**src/rtl/mcst_params.svh**
```systemverilog
// constants for the clock source and trim block
`ifndef MCST_PARAMS_SVH
`define MCST_PARAMS_SVH
`define MCST_OFS_MAIN_CTRL    12'h000
`define MCST_OFS_TRIM_UPPER   12'h004
`define MCST_OFS_INTEGRITY    12'h008
`define MCST_OFS_STATUS       12'h00C
`define MCST_OFS_FTRIM        12'h010
`define MCST_MAIN_CTRL_RESET  8'h00
`define MCST_TRIM_UPPER_RESET 8'hFF
`define MCST_TRIM_LOW_RESET   2'h0
`define MCST_BIT_SLOW         0
`define MCST_BIT_CLKOUT       1
`define MCST_TRIM_LOW_LSB     5
`define MCST_TRIM_LOW_MSB     6
`define MCST_BIT_LOCK         0
`define MCST_BIT_PLL_RUN      1
`define MCST_SLOW_DIV         6'd32
`define MCST_STARTUP_US       20
`define MCST_LOCK_US          40
`define MCST_CLK_MHZ          25
`define MCST_STARTUP_CYC      (`MCST_STARTUP_US * `MCST_CLK_MHZ)
`define MCST_LOCK_CYC         (`MCST_LOCK_US * `MCST_CLK_MHZ)
`define MCST_FT_HIGH_5V       8'h80
`define MCST_FT_LOW_5V        8'h00
`define MCST_FT_HIGH_3V       8'h80
`define MCST_FT_LOW_3V        8'h00
`endif

```
**src/rtl/mcst_pkg.sv**
```systemverilog
// types for the clock source and trim block
package mcst_pkg;
   typedef enum logic [1:0] {
      mcst_src_ext,
      mcst_src_xtal,
      mcst_src_rc
   } mcst_src_t;
   typedef enum logic [1:0] {
      mcst_pll_off,
      mcst_pll_x4,
      mcst_pll_x8
   } mcst_pll_t;
   typedef struct packed {
      mcst_src_t  src;
      logic [2:0] osc_range_option;
      mcst_pll_t  pll_factor_option;
   } mcst_opt_t;
   typedef struct packed {
      logic       psel;
      logic       penable;
      logic       pwrite;
      logic [11:0] paddr;
      logic [31:0] pwdata;
   } mcst_apb_req_t;
endpackage

```
**src/rtl/mcst_clock_top.sv**
```systemverilog
// clock source selection, PLL gating, slow divider, trim registers
`timescale 1ns/100ps
`include "mcst_params.svh"
module mcst_clock_top (
   input  wire logic                clock,          // 25 MHz system clock
   input  wire logic                rst,            // sync reset, high
   input  wire mcst_pkg::mcst_opt_t opt,            // option byte fields
   input  wire logic                wake_halt,      // wake or auto-wake pulse
   input  wire logic                rc_tick,        // 1 MHz RC enable
   input  wire logic                xtal_tick,      // crystal enable
   input  wire logic                ext_clock_in,   // ext clock enable
   input  wire logic                psel,           // apb select
   input  wire logic                penable,        // apb enable
   input  wire logic                pwrite,         // apb write
   input  wire logic [11:0]         paddr,          // apb address
   input  wire logic [31:0]         pwdata,         // apb write data
   output logic      [31:0]         prdata,         // apb read data
   output logic                     pready,         // apb ready
   output logic                     pslverr,        // apb error
   output logic                     osc_tick,       // oscillator clock enable
   output logic                     cpu_tick,       // cpu clock enable
   output logic                     clk_out_pin,    // clock out pin level
   output logic                     clk_out_oe,     // clock out drive
   output logic                     ext_pin_in_sel, // default pin is ext clock
   output logic                     xtal_run,       // crystal oscillator on
   output logic      [9:0]          rc_trim         // trim code to RC
);
   logic [7:0] main_ctrl_q;
   logic [7:0] trim_upper_q;
   logic [1:0] trim_low_q;
   logic       pll_en;
   logic       pll_run;
   logic       pll_lock;
   logic [7:0] ft_data;
   logic [2:0] pll_ph_q;
   logic       osc_d;
   logic [4:0] div_q;
   logic       slow_q;
   logic       wr;
   logic       rd;

   assign wr = psel && penable && pwrite;
   assign rd = psel && penable && !pwrite;
   assign pll_en = opt.pll_factor_option != mcst_pkg::mcst_pll_off;

   mcst_pll_ctrl u_pll (
      .clock  (clock),
      .rst    (rst),
      .enable (pll_en),
      .wake   (wake_halt),
      .run    (pll_run),
      .pll_lock_flag (pll_lock)
   );

   mcst_ftrim_rom u_rom (
      .clock (clock),
      .addr  (paddr[3:2]),
      .rdata (ft_data)
   );

   // control register; bits 7:2 left to software discipline
   always_ff @(posedge clock) begin
      if (rst)
         main_ctrl_q <= `MCST_MAIN_CTRL_RESET;
      else if (wr && paddr == `MCST_OFS_MAIN_CTRL && pready)
         main_ctrl_q <= pwdata[7:0];
   end

   always_ff @(posedge clock) begin
      if (rst)
         trim_upper_q <= `MCST_TRIM_UPPER_RESET;
      else if (wr && paddr == `MCST_OFS_TRIM_UPPER && pready)
         trim_upper_q <= pwdata[7:0];
   end

   always_ff @(posedge clock) begin
      if (rst)
         trim_low_q <= `MCST_TRIM_LOW_RESET;
      else if (wr && paddr == `MCST_OFS_INTEGRITY && pready)
         trim_low_q <= pwdata[`MCST_TRIM_LOW_MSB:`MCST_TRIM_LOW_LSB];
   end

   // higher code means slower RC, passed straight through
   always_ff @(posedge clock) begin
      if (rst)
         rc_trim <= {`MCST_TRIM_UPPER_RESET, `MCST_TRIM_LOW_RESET};
      else
         rc_trim <= {trim_upper_q, trim_low_q};
   end

   // rom read needs one extra cycle, so every access takes two
   always_ff @(posedge clock) begin
      if (rst)
         pready <= 1'b0;
      else
         pready <= psel && penable && !pready;
   end

   always_ff @(posedge clock) begin
      if (rst)
         pslverr <= 1'b0;
      else
         pslverr <= psel && penable && !pready && paddr != `MCST_OFS_MAIN_CTRL
                    && paddr != `MCST_OFS_TRIM_UPPER && paddr != `MCST_OFS_INTEGRITY
                    && paddr != `MCST_OFS_STATUS && paddr[11:4] != 8'(`MCST_OFS_FTRIM >> 4);
   end

   always_ff @(posedge clock) begin
      if (rst)
         prdata <= 32'h0000_0000;
      else if (rd && !pready) begin
         if (paddr == `MCST_OFS_MAIN_CTRL)
            prdata <= {24'h00_0000, main_ctrl_q};
         else if (paddr == `MCST_OFS_TRIM_UPPER)
            prdata <= {24'h00_0000, trim_upper_q};
         else if (paddr == `MCST_OFS_INTEGRITY)
            prdata <= {25'h000_0000, trim_low_q, 5'h00};
         else if (paddr == `MCST_OFS_STATUS)
            prdata <= {30'h0000_0000, pll_run, pll_lock};
         else if (paddr[11:4] == 8'(`MCST_OFS_FTRIM >> 4))
            prdata <= {24'h00_0000, ft_data};
         else
            prdata <= 32'h0000_0000;
      end
   end

   // PLL modelled as a phase counter advancing on every system clock
   always_ff @(posedge clock) begin
      if (rst)
         pll_ph_q <= 3'h0;
      else
         pll_ph_q <= pll_ph_q + 3'h1;
   end

   // source mux from option byte
   always_comb begin
      osc_d = 1'b0;
      if (pll_en)
         osc_d = pll_run && (opt.pll_factor_option == mcst_pkg::mcst_pll_x8
                 ? 1'b1 : pll_ph_q[0]);
      else unique case (opt.src)
         mcst_pkg::mcst_src_rc:   osc_d = rc_tick;
         mcst_pkg::mcst_src_xtal: osc_d = xtal_tick;
         default:                 osc_d = ext_clock_in;
      endcase
   end

   always_ff @(posedge clock) begin
      if (rst)
         osc_tick <= 1'b0;
      else
         osc_tick <= osc_d;
   end

   // slow mode only changes at divider wrap, so no short pulse
   always_ff @(posedge clock) begin
      if (rst) begin
         div_q  <= 5'h00;
         slow_q <= 1'b0;
      end else if (osc_d) begin
         div_q <= div_q + 5'h01;
         if (div_q == 5'(`MCST_SLOW_DIV - 6'd1))
            slow_q <= main_ctrl_q[`MCST_BIT_SLOW];
         else if (!slow_q)
            slow_q <= main_ctrl_q[`MCST_BIT_SLOW] && div_q == 5'h1F;
      end
   end

   always_ff @(posedge clock) begin
      if (rst)
         cpu_tick <= 1'b0;
      else
         cpu_tick <= osc_d && (!slow_q || div_q == 5'h1F);
   end

   always_ff @(posedge clock) begin
      if (rst) begin
         clk_out_pin <= 1'b0;
         clk_out_oe  <= 1'b0;
      end else begin
         clk_out_oe  <= main_ctrl_q[`MCST_BIT_CLKOUT];
         clk_out_pin <= main_ctrl_q[`MCST_BIT_CLKOUT]
                        && osc_d && (!slow_q || div_q == 5'h1F);
      end
   end

   // crystal never stopped by reset
   always_ff @(posedge clock) begin
      xtal_run <= opt.src == mcst_pkg::mcst_src_xtal;
   end

   always_ff @(posedge clock) begin
      if (rst)
         ext_pin_in_sel <= 1'b1;
      else
         ext_pin_in_sel <= opt.src == mcst_pkg::mcst_src_ext;
   end
endmodule

```
**src/rtl/mcst_ftrim_rom.sv**
```systemverilog
// factory trim storage, independent of user memory erase
`timescale 1ns/100ps
`include "mcst_params.svh"
module mcst_ftrim_rom (
   input  wire logic       clock,  // system clock
   input  wire logic [1:0] addr,   // byte index 0..3
   output logic      [7:0] rdata   // registered read byte
);
   // fixed contents, no erase path reaches them
   always_ff @(posedge clock) begin
      unique case (addr)
         2'd0: rdata <= `MCST_FT_HIGH_5V;
         2'd1: rdata <= `MCST_FT_LOW_5V;
         2'd2: rdata <= `MCST_FT_HIGH_3V;
         2'd3: rdata <= `MCST_FT_LOW_3V;
      endcase
   end
endmodule

```
**src/rtl/mcst_pll_ctrl.sv**
```systemverilog
// PLL start-up and lock sequencing
`timescale 1ns/100ps
`include "mcst_params.svh"
module mcst_pll_ctrl (
   input  wire logic clock,   // system clock
   input  wire logic rst,     // sync reset
   input  wire logic enable,  // PLL enabled by option
   input  wire logic wake,    // wake from halt pulse
   output logic      run,     // output clock released
   output logic      pll_lock_flag   // lock flag
);
   logic [11:0] cnt_q;
   always_ff @(posedge clock) begin
      if (rst || wake || !enable) begin
         cnt_q  <= 12'h000;
         run    <= 1'b0;
         pll_lock_flag <= 1'b0;
      end else begin
         if (cnt_q != 12'(`MCST_LOCK_CYC))
            cnt_q <= cnt_q + 12'h001;
         if (cnt_q == 12'(`MCST_STARTUP_CYC))
            run <= 1'b1;
         if (cnt_q == 12'(`MCST_LOCK_CYC))
            pll_lock_flag <= 1'b1;
      end
   end
endmodule

```
**config.mk**
```make
export PLATFORM = sky130hd
export DESIGN_NAME = mcst_clock_top
export DESIGN_NICKNAME = d
export VERILOG_FILES = /design/src/rtl/mcst_pkg.sv /design/src/rtl/mcst_clock_top.sv /design/src/rtl/mcst_ftrim_rom.sv /design/src/rtl/mcst_pll_ctrl.sv
export VERILOG_INCLUDE_DIRS = /design/src /design/src/rtl
export SDC_FILE = /design/constraint.sdc
export NUM_CORES = 1
export LEC_CHECK = 0
export BUFFER_PORTS_ARGS = -buffer_cell sky130_fd_sc_hd__clkbuf_2
export CORE_MARGIN = 2
export CORE_UTILIZATION = 40
export DETAILED_ROUTE_END_ITERATION = 8
export GPL_TIMING_DRIVEN = 1
export HOLD_SLACK_MARGIN = 0.03
export PLACE_DENSITY = 0.7
export SYNTH_ARGS = -nofsm -noshare
export SYNTH_HDL_FRONTEND = slang
export SYNTH_SLANG_ARGS = --single-unit
```
**constraint.sdc**
```tcl
create_clock -name clock -period 6.8 [get_ports clock]
set_input_delay 0.34 -clock clock [delete_from_list [all_inputs] [get_ports clock]]
set_output_delay 0.34 -clock clock [all_outputs]
set_load 0.05 [all_outputs]
```
==> results.md <==
- Sequential fraction of the synthesis area: 0.4488
- Pwr dens: 243.6 nW/um^2
- Minimum clock period: 2088 ps
- Max-slew violation count: 0
- Crit path launch type: primary input
- CP Depth: 5
- Routability cong.: 0.8114
- R2R Setup Slk: 4800 ps
- Largest delay share family, worst path: simple AND/OR/NAND/NOR gates
- Gr usage total: 0.1540
- Worst slew pin tran: 975.2 ps
- Leak: 1.353 nW
- Total core area: 7176 sq um
- VDD IR max: 127.4 uV
- EDFF count, synth: 0
- Layout Skew: 11.48 ps
- Slowest cell delay on critical path: 790 ps
- Vias: 2356
- Full die area: 8062 sq um
- Hold Crit Class: in -> reg
- Required time of the critical path: 7040 ps
- DRC errors left: 0
- Fin Setup TNS: 0 ps
- Hold buffers post-CTS: 0
- Initial Util: 0.4103
- DPL Wire Length: 4187 um
- Buffers & Inverters on Critical Path: 1
- Ys flop type: dfxtp_1
- Final hold vios: 0
- Sink Count: 66
- Layout cells sized above 1: 0.2427
- CTS Buffer Depth: 2
- CP startpoint: paddr[10]
- TritonRoute pass-1 iters: 4
- RSZ-0062 raised after global routing: no
- Cell count of the worst reg-to-reg path: 4
- Internal power: 619.4 uW
- Worst hold margin: 246.1 ps
- I/O pins: 110
- Finished Cell Area: 3392 sq um
- Sw Ratio: 0.2502
- Clock buffer count from CTS: 9
- Sequential fraction of design power: 0.476
- Reg2reg end: trim_low_q[1]$_SDFFE_PP0P_
- Synthesized flop and latch total: 66
- CTS tree: done
- Clock power frac: 0.428
- Crit path cell chain: clkbuf_2 -> or4_4 -> nor4_2 -> nand3_1 -> mux2_2
- Slowest CP cell: nor4_2
- Avg Cell Area, Syn: 9.115 sq um
- Setup violators final: 0
- Storage element area: 1321 sq um
- Final period utilization: 0.3071
- First-pass GRT wire length: 10070 um
- CP endpoint kind: register
- Worst EP arrival: 2320 ps
- CTS clk-pin slew, worst paths: 70 ps
- Reg2Reg Launch Point: pready$_SDFF_PP0_
- Synth top area share: 0.4488
- Post-place instance area: 3186 sq um
- Outcome: finished, final reports clean
- Resized cells post-CTS: 0
- Min-delay src: pwdata[3]
- Setup Crit Path Kind: in -> reg
- Share of the core filled with cells: 0.4727
- Area leader, netlist: dfxtp_1
- Area contributors post-synth: dfxtp_1, buf_4, nor2_1
- Hold path depth: 3
- Slew HR: 0.3449
- Max-Cap Viols: 0
- Row Count: 31
- F_max: 478.9 MHz
- Fraction of registers with async set/reset: 0
- Clk root buf: clkbuf_8
- Number of global-route vias before repair: 2192
- Multi-input gate area: 1409 sq um
- NetSw: 206.7 uW
- Worst-path fanout max: 9
- WL/cell: 12.61 um
- Total Wirelength: 6028 um
- Synth Instances: 323
- Post-synth top cells: dfxtp_1, nor2_1, buf_4, nand2_1, nand3_1
- Clock latency at the later pin of the worst-skew pair: 340 ps
- Comb power frac: 0.096
- Distinct cells, synth: 46
- Initial antenna violation count: 0
- Layout Area Growth over Synthesis: 15.21%
- Final antenna diode count: 0
- Die W: 89.79 um
- H-Tree Depth: 3
- Synth warn: 0
- Drt via density: 4.929
- Setup bufs post-CTS: 0
- Pre-CTS setup slack: 4370 ps
- Cell Area, Synth: 2944 sq um
- Initial DRC Count: 86
- Port buffer count: 58
- Grt total ovfl: 0
- Count leader, synth: dfxtp_1
- Die height: 89.79 um
- Fillers: 709
- Final ANT Viol Nets: 0
- Hold-critical path endpoint: main_ctrl_q[3]$_SDFFE_PP0P_
- Final worst setup slack: 4712 ps
- # nets final: 443
- Pin count of the biggest net entering global routing: 45
metal layers:
metal  GRT usage  vias up  wire length, um
met2      0.2525       73             2823
met3     0.06370        8              402
met5           0        -                0
met4     0.04359        0               75
met1      0.1867     1082             2727
li1            -     1193                -
metrics by stage:
step	cells	power, mW
final	478	0.8261
after global routing	478	0.8561
after CTS	478	0.8308
after detailed placement	464	0.4810
after global placement	464	0.4802
after floorplan	346	0.4730
worst register-to-register path, stage by stage, from the launching register on:
cell	delay, ps
dfxtp_1	380
nand4_1	200
nor4_2	780
nand3_1	220
mux2_2	310
cell type report:
class | count | share of cell area
clock inverters | 3 | 0.01918
flip-flops and latches | 66 | 0.3895
clock buffers | 11 | 0.04168
well taps | 99 | 0.03652
multi-input cells | 230 | 0.4153
repair buffers | 58 | 0.08558
inverters | 11 | 0.01217
kinds of logic (layout without fill, tap and decap cells):
group                      after synthesis  count (layout)  share of synthesized area
and+or+nand+nor                        127             127                     0.2384
muxes                                    6               6                    0.02252
xor gates and xnor gates                10              10                    0.02975
DFF                                     66              66                     0.4488
adders and majority gates                7               7                    0.02975
AOI/OAI and AO/OA                       56              56                     0.1275
buffers and inverters                   50              83                     0.1020
other                                    1              24                   0.001274
power groups by stage:
stage	registers (mW)	clock network, mW	logic [mW]
after floorplan	0.410	0	0.0627
after global placement	0.402	0	0.0783
after detailed placement	0.402	0	0.0791
after CTS	0.393	0.358	0.0793
after global routing	0.393	0.377	0.0855
final	0.393	0.354	0.0793
how the worst max path moves through the flow:
stage | end | slack (ps)
detailed placement | trim_low_q[1]$_SDFFE_PP0P_ | 4370
floorplan | trim_upper_q[6]$_SDFFE_PP1P_ | 4380
global placement | trim_low_q[1]$_SDFFE_PP0P_ | 4360
CTS | trim_low_q[1]$_SDFFE_PP0P_ | 4730
finish | trim_low_q[1]$_SDFFE_PP0P_ | 4710
global route | trim_low_q[1]$_SDFFE_PP0P_ | 4610
sequential cells by signal (all words and copies together) (netlist names), 2 cells and up, named ones only:
name          flops
trim_upper_q      8
div_q             5
main_ctrl_q       8
u_pll.cnt_q      12
trim_low_q        2
rc_trim          10
prdata            8
placed cells by master (no fill, tap or decap), drive strengths merged, types with 8 or more instances in the layout:
cell / netlist / final
dfxtp: 66 / 66
inv: 11 / 11
or2: 10 / 10
nand2: 18 / 18
a21oi: 14 / 14
clkbuf: 12 / 69
o21a: 8 / 8
or4: 10 / 10
conb: 1 / 24
o21ai: 12 / 12
nor2: 28 / 28
nand3: 15 / 15
Power figures use the tool's default switching activity.
